[src/design/eipc_regs.svh]
// Register map, field positions and reset values of the priority and external interrupt block.
// Assumes inclusion by bare name from files under design/.
`ifndef EIPC_REGS_SVH
`define EIPC_REGS_SVH

// ============================================================
// Register indices (byte address = index * 4)
`define EIPC_PRIO1_IDX     8'hCE
`define EIPC_PRIO2_IDX     8'hCF
`define EIPC_CONFIG_IDX    8'hE4
`define EIPC_TIMER_CTL_IDX 8'hD0
`define EIPC_STATUS_IDX    8'hD1
`define EIPC_MASK_IDX      8'hD2

// ============================================================
// Writable bits and reset values
`define EIPC_PRIO1_MASK    8'hFD
`define EIPC_PRIO2_MASK    8'h02
`define EIPC_PRIO1_RESET   8'h00
`define EIPC_PRIO2_RESET   8'h00
`define EIPC_CONFIG_RESET  8'h01
`define EIPC_TYPE_RESET    1'h0
`define EIPC_EVENT_RESET   2'h0

// ============================================================
// Field positions
`define EIPC_TC_TYPE0_BIT  0
`define EIPC_TC_PEND0_BIT  1
`define EIPC_TC_TYPE1_BIT  2
`define EIPC_TC_PEND1_BIT  3
`define EIPC_CF_SEL0_LSB   0
`define EIPC_CF_POL0_BIT   3
`define EIPC_CF_SEL1_LSB   4
`define EIPC_CF_POL1_BIT   7
`define EIPC_TIMER3_BIT    7
`define EIPC_CMP1_BIT      6
`define EIPC_CMP0_BIT      5
`define EIPC_CNTARR_BIT    4
`define EIPC_CONV_BIT      3
`define EIPC_WINDOW_BIT    2
`define EIPC_TWOWIRE_BIT   0
`define EIPC_PINMATCH_BIT  1

`endif

[src/design/eipc_pkg_dummy_never.sv]
// Holds no code; the shared types live in the package file.

[src/design/eipc_pkg.sv]
// Types shared by the external interrupt and priority block.
// Assumes eipc_regs.svh for all numeric values.
package eipc_pkg;

    typedef logic [11:0] eipc_addr_t;
    typedef logic [31:0] eipc_data_t;
    typedef logic [7:0]  eipc_byte_t;

    typedef enum logic {
        eipc_ph_idle,
        eipc_ph_answer
    } eipc_phase_t;

    typedef struct packed {
        logic primed;
        logic prev_active;
        logic pending;
        logic event_pulse;
    } eipc_det_state_t;

    typedef struct packed {
        eipc_phase_t phase;
        logic        ready;
        logic        slverr;
        eipc_data_t  rdata;
        eipc_byte_t  prio1;
        eipc_byte_t  prio2;
        eipc_byte_t  cfg;
        logic        type0;
        logic        type1;
        logic [1:0]  status;
        logic [1:0]  mask;
        logic        irq;
    } eipc_state_t;

endpackage : eipc_pkg

[src/design/eipc_det_if.sv]
// Link between the register block and one external interrupt detector.
// Assumes one instance per external interrupt input.
`timescale 1ns/10ps
interface eipc_det_if;
    logic pin_level;
    logic polarity;
    logic trigger_type;
    logic vector_ack;
    logic sw_write;
    logic sw_value;
    logic ce;
    logic pending;
    logic event_pulse;

    modport detector (
        input  pin_level,
        input  polarity,
        input  trigger_type,
        input  vector_ack,
        input  sw_write,
        input  sw_value,
        input  ce,
        output pending,
        output event_pulse
    );

    modport control (
        output pin_level,
        output polarity,
        output trigger_type,
        output vector_ack,
        output sw_write,
        output sw_value,
        output ce,
        input  pending,
        input  event_pulse
    );
endinterface : eipc_det_if

[src/design/eipc_ext_detect.sv]
// One external interrupt detector: polarity, edge or level sense, pending flag.
// Assumes the selected pin is already synchronous to pclk.
`timescale 1ns/10ps
module eipc_ext_detect
    import eipc_pkg::*;
(
    input wire logic      pclk,
    input wire logic      presetn,
    eipc_det_if.detector  det
);
    eipc_det_state_t st_reg;
    eipc_det_state_t st_next;
    logic            active;
    logic            edge_seen;

    // ============================================================
    // Next state
    always_comb begin
        st_next   = st_reg;
        active    = (det.pin_level == det.polarity);
        edge_seen = st_reg.primed & active & ~st_reg.prev_active;
        if (det.ce) begin
            st_next.primed      = 1'b1;
            st_next.prev_active = active;
            st_next.event_pulse = 1'b0;
            if (det.trigger_type) begin
                // Fresh edge beats both software clear and vector clear
                if (edge_seen) begin
                    st_next.pending     = 1'b1;
                    st_next.event_pulse = 1'b1;
                end else if (det.sw_write) begin
                    st_next.pending = det.sw_value;
                end else if (det.vector_ack) begin
                    st_next.pending = 1'b0;
                end
            end else begin
                st_next.pending     = active;
                st_next.event_pulse = active & ~st_reg.pending;
            end
        end
    end

    // ============================================================
    // State register
    always_ff @(posedge pclk or negedge presetn) begin
        if (!presetn) begin
            st_reg <= '0;
        end else begin
            st_reg <= st_next;
        end
    end

    assign det.pending     = st_reg.pending;
    assign det.event_pulse = st_reg.event_pulse;

endmodule : eipc_ext_detect

[src/design/eipc_ext_irq_priority_ctrl.sv]
// Extended priority registers and the two external interrupt inputs, APB slave.
// Assumes port pins synchronous to pclk and a CPU core that pulses vector acks.
//
// Operation
// - Polarity bit picks active high or low
// - Trigger type bit picks edge or level
// - Type and polarity give four sense modes
// - Inputs watch selected pins, never drive them
// - Pending flags at timer control bits 1, 3
// - Edge mode: vectoring clears pending flag
// - Level mode: pending follows active input level
`timescale 1ns/10ps
`include "eipc_regs.svh"
module eipc_ext_irq_priority_ctrl (
    input  wire logic                pclk,
    input  wire logic                presetn,
    input  wire logic                ce,
    input  wire logic                psel,
    input  wire logic                penable,
    input  wire logic                pwrite,
    input  wire eipc_pkg::eipc_addr_t paddr,
    input  wire eipc_pkg::eipc_data_t pwdata,
    output logic                     pready,
    output eipc_pkg::eipc_data_t     prdata,
    output logic                     pslverr,
    input  wire logic [7:0]          port0_pins,
    input  wire logic                ext0_vector_ack,
    input  wire logic                ext1_vector_ack,
    output logic                     ext_irq_zero_pending,
    output logic                     ext_irq_one_pending,
    output eipc_pkg::eipc_byte_t     prio_one_out,
    output eipc_pkg::eipc_byte_t     prio_two_out,
    output logic                     irq
);
    import eipc_pkg::*;

    // ============================================================
    // Helpers
    function automatic logic pin_select(input logic [7:0] pins, input logic [2:0] sel);
        pin_select = pins[sel];
    endfunction : pin_select

    function automatic logic hit(input eipc_addr_t addr, input eipc_byte_t idx);
        hit = (addr[1:0] == 2'h0) && (addr[11:10] == 2'h0) && (addr[9:2] == idx);
    endfunction : hit

    function automatic logic mapped(input eipc_addr_t addr);
        mapped = hit(addr, `EIPC_PRIO1_IDX) || hit(addr, `EIPC_PRIO2_IDX)
              || hit(addr, `EIPC_CONFIG_IDX) || hit(addr, `EIPC_TIMER_CTL_IDX)
              || hit(addr, `EIPC_STATUS_IDX) || hit(addr, `EIPC_MASK_IDX);
    endfunction : mapped

    // ============================================================
    // Declarations
    eipc_state_t st_reg;
    eipc_state_t st_next;
    eipc_det_if  det_zero ();
    eipc_det_if  det_one ();
    logic        wr_en;
    eipc_byte_t  wbyte;
    eipc_byte_t  timer_ctl_view;
    logic [1:0]  events;

    assign wr_en = psel & penable & pwrite & st_reg.ready & ce;
    assign wbyte = pwdata[7:0];
    assign events = {det_one.event_pulse, det_zero.event_pulse};

    // Pending bits come from the detectors, type bits from registers; bits 7:4 read zero
    always_comb begin
        timer_ctl_view                      = 8'h00;
        timer_ctl_view[`EIPC_TC_TYPE0_BIT] = st_reg.type0;
        timer_ctl_view[`EIPC_TC_PEND0_BIT] = det_zero.pending;
        timer_ctl_view[`EIPC_TC_TYPE1_BIT] = st_reg.type1;
        timer_ctl_view[`EIPC_TC_PEND1_BIT] = det_one.pending;
    end

    // ============================================================
    // Detector hookup
    // Pins are only read here, so whatever the crossbar drives is untouched
    assign det_zero.pin_level    = pin_select(port0_pins,
                                   st_reg.cfg[`EIPC_CF_SEL0_LSB +: 3]);
    assign det_one.pin_level     = pin_select(port0_pins,
                                   st_reg.cfg[`EIPC_CF_SEL1_LSB +: 3]);
    assign det_zero.polarity     = st_reg.cfg[`EIPC_CF_POL0_BIT];
    assign det_one.polarity      = st_reg.cfg[`EIPC_CF_POL1_BIT];
    assign det_zero.trigger_type = st_reg.type0;
    assign det_one.trigger_type  = st_reg.type1;
    assign det_zero.vector_ack   = ext0_vector_ack;
    assign det_one.vector_ack    = ext1_vector_ack;
    assign det_zero.sw_write     = wr_en & hit(paddr, `EIPC_TIMER_CTL_IDX);
    assign det_one.sw_write      = wr_en & hit(paddr, `EIPC_TIMER_CTL_IDX);
    assign det_zero.sw_value     = wbyte[`EIPC_TC_PEND0_BIT];
    assign det_one.sw_value      = wbyte[`EIPC_TC_PEND1_BIT];
    assign det_zero.ce           = ce;
    assign det_one.ce            = ce;

    eipc_ext_detect u_det_zero (
        .pclk    (pclk),
        .presetn (presetn),
        .det     (det_zero.detector)
    );

    eipc_ext_detect u_det_one (
        .pclk    (pclk),
        .presetn (presetn),
        .det     (det_one.detector)
    );

    // ============================================================
    // Bus, registers, interrupt
    always_comb begin
        st_next = st_reg;
        if (ce) begin
            case (st_reg.phase)
                eipc_ph_idle: begin
                    // Read data captured in setup so pready can rise in the first access cycle
                    if (psel && !penable) begin
                        st_next.phase  = eipc_ph_answer;
                        st_next.ready  = 1'b1;
                        st_next.slverr = ~mapped(paddr);
                        st_next.rdata  = 32'h0000_0000;
                        if (!pwrite) begin
                            if (hit(paddr, `EIPC_PRIO1_IDX)) begin
                                st_next.rdata[7:0] = st_reg.prio1;
                            end else if (hit(paddr, `EIPC_PRIO2_IDX)) begin
                                st_next.rdata[7:0] = st_reg.prio2;
                            end else if (hit(paddr, `EIPC_CONFIG_IDX)) begin
                                st_next.rdata[7:0] = st_reg.cfg;
                            end else if (hit(paddr, `EIPC_TIMER_CTL_IDX)) begin
                                st_next.rdata[7:0] = timer_ctl_view;
                            end else if (hit(paddr, `EIPC_STATUS_IDX)) begin
                                st_next.rdata[1:0] = st_reg.status;
                            end else if (hit(paddr, `EIPC_MASK_IDX)) begin
                                st_next.rdata[1:0] = st_reg.mask;
                            end
                        end
                    end
                end
                eipc_ph_answer: begin
                    if (psel && penable) begin
                        st_next.phase  = eipc_ph_idle;
                        st_next.ready  = 1'b0;
                        st_next.slverr = 1'b0;
                        st_next.rdata  = 32'h0000_0000;
                    end
                end
                default: begin
                    st_next.phase = eipc_ph_idle;
                    st_next.ready = 1'b0;
                end
            endcase

            if (wr_en) begin
                if (hit(paddr, `EIPC_PRIO1_IDX)) begin
                    st_next.prio1 = wbyte & `EIPC_PRIO1_MASK;
                end
                if (hit(paddr, `EIPC_PRIO2_IDX)) begin
                    st_next.prio2 = wbyte & `EIPC_PRIO2_MASK;
                end
                if (hit(paddr, `EIPC_CONFIG_IDX)) begin
                    st_next.cfg = wbyte;
                end
                if (hit(paddr, `EIPC_TIMER_CTL_IDX)) begin
                    st_next.type0 = wbyte[`EIPC_TC_TYPE0_BIT];
                    st_next.type1 = wbyte[`EIPC_TC_TYPE1_BIT];
                end
                if (hit(paddr, `EIPC_MASK_IDX)) begin
                    st_next.mask = wbyte[1:0];
                end
                if (hit(paddr, `EIPC_STATUS_IDX)) begin
                    st_next.status = st_reg.status & ~wbyte[1:0];
                end
            end

            // A new event wins over a write-one clear in the same cycle
            st_next.status = st_next.status | events;
            st_next.irq    = |(st_next.status & st_next.mask);
        end
    end

    always_ff @(posedge pclk or negedge presetn) begin
        if (!presetn) begin
            st_reg        <= '0;
            st_reg.phase  <= eipc_ph_idle;
            st_reg.prio1  <= `EIPC_PRIO1_RESET;
            st_reg.prio2  <= `EIPC_PRIO2_RESET;
            st_reg.cfg    <= `EIPC_CONFIG_RESET;
            st_reg.type0  <= `EIPC_TYPE_RESET;
            st_reg.type1  <= `EIPC_TYPE_RESET;
            st_reg.status <= `EIPC_EVENT_RESET;
            st_reg.mask   <= `EIPC_EVENT_RESET;
        end else begin
            st_reg <= st_next;
        end
    end

    // ============================================================
    // Outputs, all flip-flop driven
    assign pready               = st_reg.ready;
    assign prdata               = st_reg.rdata;
    assign pslverr              = st_reg.slverr;
    assign ext_irq_zero_pending = det_zero.pending;
    assign ext_irq_one_pending  = det_one.pending;
    assign prio_one_out         = st_reg.prio1;
    assign prio_two_out         = st_reg.prio2;
    assign irq                  = st_reg.irq;

endmodule : eipc_ext_irq_priority_ctrl

[config.mk]
export PLATFORM = sky130hd
export DESIGN_NAME = eipc_ext_irq_priority_ctrl
export DESIGN_NICKNAME = d
export VERILOG_FILES = /design/src/design/eipc_pkg_dummy_never.sv /design/src/design/eipc_pkg.sv /design/src/design/eipc_det_if.sv /design/src/design/eipc_ext_detect.sv /design/src/design/eipc_ext_irq_priority_ctrl.sv
export VERILOG_INCLUDE_DIRS = /design/src /design/src/design
export SDC_FILE = /design/constraint.sdc
export NUM_CORES = 1
export LEC_CHECK = 0
export ABC_AREA = 1
export BUFFER_PORTS_ARGS = -buffer_cell sky130_fd_sc_hd__clkbuf_2
export CAP_MARGIN = 5
export CORE_MARGIN = 3
export CORE_UTILIZATION = 45
export CTS_CLUSTER_DIAMETER = 60
export CTS_CLUSTER_SIZE = 25
export DETAILED_ROUTE_END_ITERATION = 8
export PLACE_DENSITY = 0.76
export SETUP_SLACK_MARGIN = 0.15
export SLEW_MARGIN = 25
export SYNTH_ARGS = -nofsm -noshare
export SYNTH_HDL_FRONTEND = slang
export SYNTH_SLANG_ARGS = --single-unit
[constraint.sdc]
create_clock -name pclk -period 1.91 [get_ports pclk]
set_clock_uncertainty 0.05 [all_clocks]
set_input_delay 0.4775 -clock pclk [delete_from_list [all_inputs] [get_ports pclk]]
set_output_delay 0.4775 -clock pclk [all_outputs]
set_load 0.02 [all_outputs]
# [Word-level counts from Yosys, hierarchy flattened]
# Index checks and enable logic that the tools add are counted.
[word_totals] ff_bits=73
[op_classes] n_bitwise=21 reduce_logical=25 mux=33 n_lt_le_gt_ge=2 n_eq_ne=17
[ops] operator="$mux 35" n=2
[ops] operator="$pmux 35 s2" n=1
[ops] operator="$mux 30" n=2
[ops] operator="$mux 8" n=7
[ops] operator="$eq 8x8->1 const B" n=6
[ops] operator="$mux 2" n=9
[ops] operator="$reduce_and 3->1" n=5
[ops] operator="$ne 2x1->1 const B" n=6
[ops] operator="$and 1x1->1" n=11
[ops] operator="$mux 1" n=10
[ops] operator="$logic_and 1x1->1" n=9
[ops] operator="$lt 3x4->1 const B" n=2
[ops] operator="$ne 4x2->1 const B" n=2
[ops] operator="$bmux 1 s3" n=2
[ops] operator="$not 1->1" n=6
[ops] operator="$logic_or 1x1->1" n=5
[ops] operator="$and 2x2->2" n=2
[ops] operator="$logic_not 2->1" n=2
[ops] operator="$reduce_and 2->1" n=2
[ops] operator="$eq 1x1->1" n=2
[ops] operator="$ne 2x2->1 const B" n=1
[ops] operator="$not 2->2" n=1
[ops] operator="$or 2x2->2" n=1
[ops] operator="$reduce_or 2->1" n=1
[ops] operator="$logic_not 1->1" n=1

# [Longest topological paths before layout]
# Gate-level depths: netlist of run 1.
[logic_depth] word_depth=12 depth_mapped=11 depth_no_buf=11

# [By module]
# A second synthesis of run 1 with hierarchy kept.
[hier_totals] cells_unflattened=406 area_unflattened_um2=2940.3
[by_module_without_submodules] mod="eipc_ext_irq_priority_ctrl" cells_each=332 area_each_um2=2454.9 instances=1
[by_module_without_submodules] mod="eipc_ext_detect" cells_each=37 area_each_um2=242.7 instances=2

# [Worst setup path after synthesis of run 1]
# Ideal clock, no wire load.
[synth_path] path_type="input-to-reg" from="input port paddr[1]" to="register st_reg, in the netlist prio_one_out[6]" arrival_time_ns=1.577 setup_ns=0.125 path_stages=8 setup_slack_ns=0.159 cell_sequence="nor2_1 > nand3_1 > nor2_1 > nand2_1 > inv_2 > nand2_1 > buf_4 > mux2_2"
[synth_via] elab_chain_cells=5
[synth_rtl] item="from (decl)" line="eipc_ext_irq_priority_ctrl.sv:21" rtl="input wire eipc_pkg::eipc_addr_t paddr,"
[synth_rtl] item="$logic_not 2->1" line="eipc_ext_irq_priority_ctrl.sv:44" rtl="hit = (addr[1:0] == 2'h0) && (addr[11:10] == 2'h0) && (addr[9:2] == idx);"
[synth_rtl] item="$logic_and 1x1->1 (2 in a row)" line="eipc_ext_irq_priority_ctrl.sv:44"
[synth_rtl] item="$ne 2x1->1 (no source line)"
[synth_rtl] item="$reduce_and 3->1 (no source line)"
[synth_rtl] item="to (signal assigned)" line="eipc_ext_irq_priority_ctrl.sv:193" rtl="st_reg <= st_next;"
[synth_rtl] item="to (decl)" line="eipc_ext_irq_priority_ctrl.sv:55" rtl="eipc_state_t st_reg;"
# Every way passes these cells.
# A chain may end at the register's enable or synchronous reset.

# [Final worst setup path of run 1]
[layout_path] from="register st_reg[7] (netlist name)" to="register u_det_zero.st_reg, in the netlist u_det_zero.det.event_pulse"
[layout_via] elab_chain_cells=7
[layout_rtl] item="$bmux 1 s3 *" line="eipc_ext_irq_priority_ctrl.sv:40" rtl="pin_select = pins[sel];"
[layout_rtl] item="$mux 1 (not written as such) *" line="eipc_ext_irq_priority_ctrl.sv:40"
[layout_rtl] item="$eq 1x1->1 *" line="eipc_ext_detect.sv:20" rtl="active = (det.pin_level == det.polarity);"
[layout_rtl] item="$and 1x1->1 (2 in a row)" line="eipc_ext_detect.sv:21" rtl="edge_seen = st_reg.primed & active & ~st_reg.prev_active;"
[layout_rtl] item="$mux 1" line="eipc_ext_detect.sv:28" rtl="if (edge_seen) begin"
[layout_rtl] item="$mux 2 *" line="eipc_ext_detect.sv:26" rtl="if (det.trigger_type) begin"
[layout_rtl] item="to (signal assigned)" line="eipc_ext_detect.sv:49" rtl="st_reg <= st_next;"
[layout_rtl] item="to (decl)" line="eipc_ext_detect.sv:11" rtl="eipc_det_state_t st_reg;"
# Mark *: on every way between the ends. The rest lies on a longest branch, timed or not. The select of a mux whose other input is x is not followed.

==> results of run 1 <==
==> timing repair <==
item	CTS	global route
gates resized for setup	0	3
buffers inserted	0	2
setup endpoints to repair	0	6
==> cell type report <==
cell class / instances / share of cell area
Inverter: 48 / 0.0604
Timing Repair Buffer: 69 / 0.131
Multi-Input combinational cell: 263 / 0.405
Clock buffer: 5 / 0.0231
Tap cell: 72 / 0.0302
Sequential cell: 41 / 0.344
Clock inverter: 3 / 0.00587
==> synthesized netlist by cell type, types with 2 or more instances <==
| cell type | count | share of area |
|---|---|---|
| sky130_fd_sc_hd__nand2_1 | 99 | 0.14 |
| sky130_fd_sc_hd__buf_4 | 49 | 0.14 |
| sky130_fd_sc_hd__inv_1 | 47 | 0.066 |
| sky130_fd_sc_hd__nand3_1 | 45 | 0.084 |
| sky130_fd_sc_hd__dfrtp_1 | 40 | 0.38 |
| sky130_fd_sc_hd__o21ai_0 | 28 | 0.053 |
| sky130_fd_sc_hd__nor2_1 | 20 | 0.028 |
| sky130_fd_sc_hd__a21oi_1 | 9 | 0.017 |
| sky130_fd_sc_hd__nand4_1 | 5 | 0.012 |
| sky130_fd_sc_hd__nor3_1 | 5 | 0.0094 |
| sky130_fd_sc_hd__a22o_1 | 4 | 0.013 |
| sky130_fd_sc_hd__a31oi_1 | 3 | 0.0070 |
| sky130_fd_sc_hd__mux2_2 | 3 | 0.013 |
| sky130_fd_sc_hd__o21bai_1 | 2 | 0.0056 |
==> metrics by stage <==
stage / setup slack, ns / hold slack, ns / cell area, um^2
global route: 0.112 / 0.0867 / 2980
finish: 0.278 / 0.0607 / 2980
detailed placement: 0.0156 / 0.399 / 2870
global placement: 0.0504 / 0.392 / 2870
CTS: 0.270 / 0.0778 / 2960
floorplan: 0.159 / 0.132 / 2790
==> where the power goes <==
part	leakage (uW)	internal [uW]	switching (uW)	total (uW)
Combinational	0.00112	80.9	198	279
Clock	0.0000439	252	305	557
Sequential	0.000519	894	17.8	912
==> worst register-to-register path: stages (launching register included) <==
cell and delay (ns):
sky130_fd_sc_hd__dfstp_2 0.58, sky130_fd_sc_hd__buf_4 0.13, sky130_fd_sc_hd__nand2_1 0.05, sky130_fd_sc_hd__nand3_1 0.07, sky130_fd_sc_hd__nand3_1 0.12, sky130_fd_sc_hd__nand2_1 0.12, sky130_fd_sc_hd__nand2_1 0.07, sky130_fd_sc_hd__nand2_1 0.10
sky130_fd_sc_hd__nand3_1 0.08, sky130_fd_sc_hd__nand2_1 0.07, sky130_fd_sc_hd__nand2_1 0.05, sky130_fd_sc_hd__nand2_1 0.07
==> how the worst max path moves through the flow <==
stage                                                         to  slack, ns
after floorplan                      prio_one_out[6]$_DFFE_PN0P_       0.16
after global placement        u_det_zero.det.pending$_DFFE_PN0P_       0.05
after detailed placement             prio_one_out[7]$_DFFE_PN0P_       0.02
after CTS                                  prdata[0]$_DFFE_PN0P_       0.27
after global routing          u_det_zero.det.pending$_DFFE_PN0P_       0.11
final                     u_det_zero.det.event_pulse$_DFFE_PN0P_       0.28
==> kinds of logic (layout without fill, tap and decap cells) <==
kind of cell / Yosys count / after routing
other: 1 / 32
flip-flops: 41 / 41
AO/OA/AOI/OAI: 49 / 49
buffers and inverters: 99 / 125
multiplexers: 3 / 3
AND/OR/NAND/NOR: 179 / 179
==> layer usage <==
layer	up-vias	routed length [um]
li1	1231	-
met1	1118	2690
met2	73	2860
met3	10	333
met4	0	55
met5	-	0
==> metrics.yaml, run 1 <==
grt:
  grt_remaining_overflow: 0
  use_met3: 0.0327
  grt_antenna_before_repair: 0
  grt_pass1_vias: 2206
  grt_first_pass_wirelength_um: 9980
  grt.total_usage: 0.174
  grt.busiest_layer: "met2"
  grt_use_met1: 0.230
  grt_max_degree: 26
  global_route.usage.met2: 0.292
clock_tree:
  clock_slew_at_reported_path_ffs_ns: 0.08
  cts.hold.buffers_added: 0
  clock_latency_reported_for_the_late_side_of_the_worst_skew_pair_ns: 0.29
  h-tree-depth: 2
  clkSinkCount: 41
  tritoncts: "yes"
  clockRootBuffer: "sky130_fd_sc_hd__clkbuf_8"
  numCtsBuffers: 5
  cts.path.max_buffers: 2
layout:
  number_of_diodes: 0
  syn2layout_area_growth_pct: 11.8
  largest_reg_flops: 11
  regArea_um2: 1030
  fillerInstances: 590
  instances_no_fill: 501
  layout_common_cells: "sky130_fd_sc_hd__nand2_1, sky130_fd_sc_hd__clkbuf_2, sky130_fd_sc_hd__inv_1, sky130_fd_sc_hd__nand3_1, sky130_fd_sc_hd__dfrtp_1"
  layout-drive-gt1-share: 0.210
  final_core_util: 0.532
  multi_input_area_um2: 1210
  final_common_cell: "sky130_fd_sc_hd__nand2_1"
  final_net_count: 488
worst_setup_path:
  worstReg2RegEnd: "u_det_zero.det.event_pulse$_DFFE_PN0P_"
  critPathKind: "flip-flop to flip-flop"
  worst_ep_arrival_time_ns: 1.81
  critPathRequiredTime_ns: 2.09
  r2r.worst_path.cells: 11
  critical_path.n_buffers_inverters: 1
  worstSetupEndpointType: "flip-flop"
  crit_top_cell: "sky130_fd_sc_hd__nand2_1"
  critPathLaunchType: "flip-flop"
  cp_slowest_cell: "sky130_fd_sc_hd__dfstp_2"
  critPathLaunch: "st_reg[7]$_DFFE_PN1P_"
  critical_path_max_stage_delay_ns: 0.58
  r2r_setup_slack_ns: 0.28
  worst_r2r_startpoint: "st_reg[7]$_DFFE_PN1P_"
  crit_path_cell_trace: "buf_4, nand2_1, nand3_1, nand3_1, nand2_1, nand2_1, nand2_1, nand3_1, nand2_1, nand2_1, nand2_1"
  path_delay_family: "simple AND/OR/NAND/NOR gates"
  cp_num_cells: 11
  critical_path.max_fanout: 6
die:
  floorplan.initialDensity: 0.476
  std_cell_rows: 27
  die_width_um: 83.0
  placeableCoreArea_um2: 5610
  die-area_um2: 6890
  io_pins: 113
  die-height_um: 83.0
logic_synthesis:
  synth-simple-area-share: 0.290
  ys_warn_count: 0
  post_synth_mux_area_share: 0.0127
  synth_async_sr_flop_share: 1.00
  yosys.area_share.adder: 0
  syn_area_um2: 2670
  synth_ff_type: "sky130_fd_sc_hd__dfrtp_1"
  synthXorXnorAreaFrac: 0
  combinational_family_with_the_most_area_after_synthesis: "simple AND/OR/NAND/NOR gates"
  yosys_cell_types: 27
  number_of_enable_flip_flop_cells_after_synthesis: 0
  synth-seq-area-share: 0.385
  syn_area_per_cell_um2: 7.17
  yosys_register_bits: 41
  synthCells: 372
  synth_compound_gate_area_share: 0.103
placed_design:
  placed_cells_incl_taps: 491
  dp.final_hpwl_um: 4810
  port-buffer-count: 56
  gp_congestion: 0.846
sta:
  unrepaired_setup_endpoints_after_global_routing: "true"
  report.final.slew_viol_count: 0
  maxSlewHeadroom: 0.513
  tns_ns: 0
  final.period_utilization: 0.854
  report.final.hold_viol_count: 0
  period_minus_slack_ns: 1.63
  clock.fmax_ghz: 0.613
  report.final.setup_viol: 0
  worst-slew-pin-transition_ns: 0.730
routing:
  drtAntennaViolNets: 0
  detail_route.wl_per_cell_um: 11.9
  first_iter_violations: 108
  totalWireLength_um: 5940
  drcViolationCount: 0
  detailed_routing_iteration_count_for_the_pre_antenna_repair_pass: 4
  vias: 2432
  vias_per_cell: 4.85
power_and_ir_drop:
  static-leakage-power_uw: 0.00168
  p_total_uw: 1750
  ir_drop_uv: 485
  power.density_nw_per_um2: 586
run:
  maxCapViolCount: 0
outcome:
  run_status: "finished clean"
hold_path:
  hp-class: "input pin to async pin"
Power figures use the tool's default switching activity.
==> inputs of run 2 (changes only) <==
Settings changed: GPL_TIMING_DRIVEN set to 0, PLACE_DENSITY 0.76 to 0.74, SYNTH_HIERARCHICAL set to 1.
==> run 2 against run 1 <==
  * Sequential share of layout area fell by 5.8 points
  * Clock-buffer cell count did not move
  * First-iteration DRC count rose by 14%
  * Non-clock buffer count rose by 45
  * Global-route usage rose by 1.2 points
  * Cell area rose by 23%
  * Flip-flop and latch count rose by 1
==> metrics.yaml, run 2 <==
clock_tree:
  clkSinkCount: 42
  cts.hold.buffers_added: 0
  tritoncts: "yes"
  cts.path.max_buffers: 2
  h-tree-depth: 2
  clock_slew_at_reported_path_ffs_ns: 0.08
  clock_latency_reported_for_the_late_side_of_the_worst_skew_pair_ns: 0.29
  clockRootBuffer: "sky130_fd_sc_hd__clkbuf_8"
  numCtsBuffers: 5
power_and_ir_drop:
  power.density_nw_per_um2: 548
  static-leakage-power_uw: 0.00203
  p_total_uw: 2010
  share_seq_of_total_power: 0.468
  fraction_of_power_spent_switching_nets: 0.285
  ir_drop_uv: 363
  combinationalPowerShare: 0.186
  power_frac_clock: 0.346
  p_switching_uw: 573
  internal_power_uw: 1440
worst_setup_path:
  critical_path.n_buffers_inverters: 3
  worst_ep_arrival_time_ns: 2.00
  worstSetupEndpointType: "flip-flop"
  critPathKind: "flip-flop to flip-flop"
  critical_path.max_fanout: 7
  critPathLaunchType: "flip-flop"
  crit_path_cell_trace: "buf_8, buf_4, nand2_1, o211ai_1, a31oi_2, inv_1, nand2_2, nand2_2, nor2_2, nand2_1, nand2_1, nand2_1, nand2_1"
  cp_slowest_cell: "sky130_fd_sc_hd__dfrtp_1"
  r2r_setup_slack_ns: 0.09
  critical_path_max_stage_delay_ns: 0.41
  worst_r2r_startpoint: "st_reg[11]$_DFFE_PN0P_"
  crit_top_cell: "sky130_fd_sc_hd__nand2_1"
  critPathRequiredTime_ns: 2.09
  r2r.worst_path.cells: 13
  path_delay_family: "simple AND/OR/NAND/NOR gates"
  worstReg2RegEnd: "u_det_one/det.event_pulse$_DFFE_PN0P_"
logic_synthesis:
  syn_area_um2: 2940
  synth.top_cell.area_share: 0.349
  netlist_top_cells_count: "sky130_fd_sc_hd__nand2_1, sky130_fd_sc_hd__inv_1, sky130_fd_sc_hd__buf_4, sky130_fd_sc_hd__dfrtp_1, sky130_fd_sc_hd__nor2_1"
  yosys.area.top_type: "sky130_fd_sc_hd__dfrtp_1"
  number_of_enable_flip_flop_cells_after_synthesis: 0
  synth.most_common_cell: "sky130_fd_sc_hd__nand2_1"
  synth_ff_type: "sky130_fd_sc_hd__dfrtp_1"
  yosys_register_bits: 42
  syn_area_per_cell_um2: 7.24
  yosys_cell_types: 34
  synth_area_leaders: "sky130_fd_sc_hd__dfrtp_1, sky130_fd_sc_hd__nand2_1, sky130_fd_sc_hd__buf_4"
  synth_async_sr_flop_share: 1.00
  synth-seq-area-share: 0.358
  ys_warn_count: 6
  synthCells: 406
outcome:
  run_status: "finished clean"
sta:
  finalWorstSetupSlack_ns: 0.0884
  clock.fmax_ghz: 0.549
  report.final.setup_viol: 0
  maxSlewHeadroom: 0.603
  unrepaired_setup_endpoints_after_global_routing: "true"
  report.final.slew_viol_count: 0
  worst-slew-pin-transition_ns: 0.595
  period_minus_slack_ns: 1.82
  report.final.hold_viol_count: 0
  tns_ns: 0
  final.period_utilization: 0.954
layout:
  largest_reg_flops: 11
  syn2layout_area_growth_pct: 25.0
  layout.cell_area.non_filler_um2: 3680
  final_common_cell: "sky130_fd_sc_hd__nand2_1"
  number_of_diodes: 0
  layout-drive-gt1-share: 0.335
  layout_common_cells: "sky130_fd_sc_hd__nand2_1, sky130_fd_sc_hd__clkbuf_2, sky130_fd_sc_hd__buf_4, sky130_fd_sc_hd__inv_1, sky130_fd_sc_hd__dfrtp_1"
  final_net_count: 566
  instances_no_fill: 582
grt:
  grt_antenna_before_repair: 0
  grt_max_degree: 43
  grt_pass1_vias: 2354
  grt_remaining_overflow: 0
  grt_first_pass_wirelength_um: 11100
  grt.total_usage: 0.185
routing:
  totalWireLength_um: 6940
  drcViolationCount: 0
  vias_per_cell: 4.63
  first_iter_violations: 123
  detail_route.wl_per_cell_um: 11.9
  drtAntennaViolNets: 0
  detailed_routing_iteration_count_for_the_pre_antenna_repair_pass: 4
  vias: 2692
die:
  die-height_um: 86.8
  io_pins: 113
  die-area_um2: 7540
  placeableCoreArea_um2: 6130
  die_width_um: 86.8
  floorplan.initialDensity: 0.480
  std_cell_rows: 28
placed_design:
  detailed_place.area_um2: 3430
  pre_cts_slack_ns: -0.249
  dp.final_hpwl_um: 5370
  placed_cells_incl_taps: 568
  gp_congestion: 0.876
  port-buffer-count: 56
hold_path:
  hp-class: "input pin to async pin"
run:
  maxCapViolCount: 0
run 2: stage by stage:
stage	hold slack, ns	util
floorplan	0.132	-
global placement	0.378	0.560
detailed placement	0.383	0.560
CTS	0.177	0.587
global route	0.182	0.600
finish	0.151	0.600
run 2: area by class of cell:
type | instances | area [um^2]
fill | 597 | 2450
multi-input combinational | 289 | 1470
sequential | 42 | 1050
buffer | 52 | 409
timing repair buffer | 62 | 332
inverter | 54 | 208
tap | 75 | 93.8
clock buffer | 5 | 68.8
clock inverter | 3 | 40.0
run 2: worst max-delay path by stage:
| stage | from | end | slack, ns | cells past startpoint |
|---|---|---|---|---|
| final | st_reg[11]$_DFFE_PN0P_ | u_det_one/det.event_pulse$_DFFE_PN0P_ | 0.09 | 13 |
| after CTS | st_reg[11]$_DFFE_PN0P_ | u_det_one/det.event_pulse$_DFFE_PN0P_ | 0.15 | 14 |
| after detailed placement | ce | det_one.trigger_type$_DFFE_PN0P_ | -0.25 | 7 |
| after global placement | ce | det_one.trigger_type$_DFFE_PN0P_ | -0.25 | 7 |
| after global routing | st_reg[11]$_DFFE_PN0P_ | u_det_one/det.event_pulse$_DFFE_PN0P_ | -0.11 | 14 |
| after floorplan | ce | det_one.trigger_type$_DFFE_PN0P_ | 0.16 | 6 |
run 2: logic make-up (layout without fill, tap and decap cells):
| logic type | count (synthesis) | after routing | synth area share |
|---|---|---|---|
| AOI/OAI and AO/OA | 59 | 59 | 0.132 |
| and+or+nand+nor | 197 | 197 | 0.299 |
| buffers and inverters | 106 | 176 | 0.206 |
| DFF | 42 | 42 | 0.358 |
| other | 1 | 32 | 0.00128 |
| muxes | 1 | 1 | 0.00383 |
run 2: what timing repair did:
item | CTS | global route
resized for setup | 8 | 25
pin swaps | 1 | 9
endpoints found under the setup margin | 7 | 9
buffers inserted | 4 | 2
run 2: power by group through the flow:
stage          clock network (uW)  logic, uW  registers (uW)
6_report                      697        374             943
5_1_grt                       754        414             948
3_3_place_gp                    0        351             959
2_1_floorplan                   0        224             976
3_5_place_dp                    0        356             961
4_1_cts                       714        360             943
run 2: layer usage:
metal | global-route usage | share of wire
met1 | 0.259 | 0.47
met2 | 0.304 | 0.47
met3 | 0.0371 | 0.060
met4 | 0.0269 | 0.0036
met5 | 0 | 0
==> inputs of run 3 (changes only) <==
Settings changed: CORE_UTILIZATION 45 to 50, PLACE_DENSITY 0.74 to 0.81.
==> run 3 against run 2 <==
  * First-iteration DRC count up 33%
  * Via count increased by 3.5%
  * Critical path depth unchanged
  * Sequential share of layout area fell by 0.068 points
  * Clock power shrank 13%
  * Largest power group unchanged
==> metrics.yaml, run 3 (synthesis results as in run 2) <==
sta:
  unrepaired_setup_endpoints_after_global_routing: "true"
  final_worst_hold_slack_ns: 0.150
  final.period_utilization: 0.922
  report.final.hold_viol_count: 0
  report.final.setup_viol: 0
  clock.fmax_ghz: 0.568
  report.final.slew_viol_count: 0
  worst-slew-pin-transition_ns: 0.593
  period_minus_slack_ns: 1.76
  maxSlewHeadroom: 0.605
  finalWorstSetupSlack_ns: 0.149
grt:
  grt.total_usage: 0.209
  grt_first_pass_wirelength_um: 11000
  grt_max_degree: 43
  grt_remaining_overflow: 0
  grt_pass1_vias: 2454
  grt_antenna_before_repair: 0
power_and_ir_drop:
  p_total_uw: 1920
  static-leakage-power_uw: 0.00204
  ir_drop_uv: 314
  power.density_nw_per_um2: 522
clock_tree:
  cts.path.max_buffers: 2
  tritoncts: "yes"
  clkSinkCount: 42
  clock_latency_reported_for_the_late_side_of_the_worst_skew_pair_ns: 0.30
  clock_slew_at_reported_path_ffs_ns: 0.08
  h-tree-depth: 2
  clockRootBuffer: "sky130_fd_sc_hd__clkbuf_8"
  numCtsBuffers: 5
placed_design:
  detailed_place.area_um2: 3430
  port-buffer-count: 56
  dp.final_hpwl_um: 5250
  gp_congestion: 0.926
  pre_cts_slack_ns: -0.255
die:
  die-height_um: 82.7
  placeableCoreArea_um2: 5610
  std_cell_rows: 27
  die_width_um: 82.7
  io_pins: 113
  floorplan.initialDensity: 0.524
  die-area_um2: 6840
routing:
  vias_per_cell: 4.78
  totalWireLength_um: 6830
  drcViolationCount: 0
  detailed_routing_iteration_count_for_the_pre_antenna_repair_pass: 4
  first_iter_violations: 163
  drtAntennaViolNets: 0
  vias: 2787
  detail_route.wl_per_cell_um: 11.7
run:
  maxCapViolCount: 0
layout:
  layout-drive-gt1-share: 0.339
  largest_reg_flops: 11
  syn2layout_area_growth_pct: 25.3
  final_net_count: 570
  layout_common_cells: "sky130_fd_sc_hd__nand2_1, sky130_fd_sc_hd__clkbuf_2, sky130_fd_sc_hd__buf_4, sky130_fd_sc_hd__inv_1, sky130_fd_sc_hd__dfrtp_1"
  final_common_cell: "sky130_fd_sc_hd__nand2_1"
  number_of_diodes: 0
  layout.cell_area.non_filler_um2: 3680
worst_setup_path:
  worst_ep_arrival_time_ns: 1.91
  critPathLaunchType: "flip-flop"
  worstSetupEndpointType: "flip-flop"
  critical_path.max_fanout: 4
  critPathKind: "flip-flop to flip-flop"
  critPathRequiredTime_ns: 2.06
outcome:
  run_status: "finished clean"
hold_path:
  hp-class: "input pin to async pin"
## run 3: layout make-up
type	instances	area [um^2]
clock inverters	1	5.00
flip-flops and latches	42	1050
fillers	498	1920
multi-input cells	289	1460
clock buffers	7	86.3
inverters	54	208
repair buffers	66	379
plain buffers	52	405
well taps	72	90.1
## run 3: path summary, 6_finish.rpt
kind / start / endpoint / slack (ns) / cells past startpoint
worst max-delay path: st_reg[7]$_DFFE_PN1P_ / u_det_zero/det.pending$_DFFE_PN0P_ / 0.15 / 13
worst min-delay path: presetn / u_det_one/st_reg[3]$_DFFE_PN0P_ / 0.15 / 1
worst max register to register: st_reg[7]$_DFFE_PN1P_ / u_det_zero/det.pending$_DFFE_PN0P_ / 0.15 / 13
worst min register to register: u_det_one/st_reg[3]$_DFFE_PN0P_ / u_det_one/st_reg[3]$_DFFE_PN0P_ / 0.40 / 2
max in group asynchronous: presetn / pready$_DFFE_PN0P_ / 1.22 / 1
min in group pclk: penable / st_reg[65]$_DFFE_PN0P_ / 0.34 / 2
## run 3: worst max-delay path, cell delays in order (launching register included)
cell                      delay (ns)
sky130_fd_sc_hd__dfstp_2        0.57
sky130_fd_sc_hd__inv_2          0.06
sky130_fd_sc_hd__nor2_1         0.10
sky130_fd_sc_hd__o21ai_1        0.07
sky130_fd_sc_hd__a21oi_2        0.17
sky130_fd_sc_hd__a31oi_4        0.07
sky130_fd_sc_hd__buf_6          0.14
sky130_fd_sc_hd__buf_6          0.10
sky130_fd_sc_hd__nand2_2        0.06
sky130_fd_sc_hd__nand2_2        0.05
sky130_fd_sc_hd__nand2_1        0.05
sky130_fd_sc_hd__nand3_1        0.06
sky130_fd_sc_hd__nand2_1        0.06
sky130_fd_sc_hd__nand2_1        0.05
## run 3: where the power goes
part	internal (uW)	switching, uW	leakage [uW]
sequential	920	25.2	0.000533
clock	292	312	0.0000482
combinational	138	235	0.00146
total	1350	573	0.00204
## run 3: per-layer routing
metal  share of wire  GRT usage  wire length (um)  up-vias
met2            0.48      0.358              3310       90
met4           0.012     0.0507                83        0
met3           0.064     0.0423               440       10
met1            0.44      0.269              3000     1266
met5               0          0                 0        -
li1                -          -                 -     1421
## run 3: per-stage QoR
| stage | utilization | setup TNS (ns) | cells |
|---|---|---|---|
| after floorplan | - | 0 | 437 |
| after global placement | 0.611 | -1.33 | 565 |
| after detailed placement | 0.612 | -1.61 | 565 |
| after CTS | 0.640 | 0 | 578 |
| after global routing | 0.657 | 0 | 583 |
| final | 0.657 | 0 | 583 |
## run 3: what timing repair did
action                                  in CTS  in global routing
hold buffers                                 0                  0
endpoints found under the setup margin       7                 11
pin swaps                                    1                 14
setup buffers                                5                  5
resized for setup                            6                 27
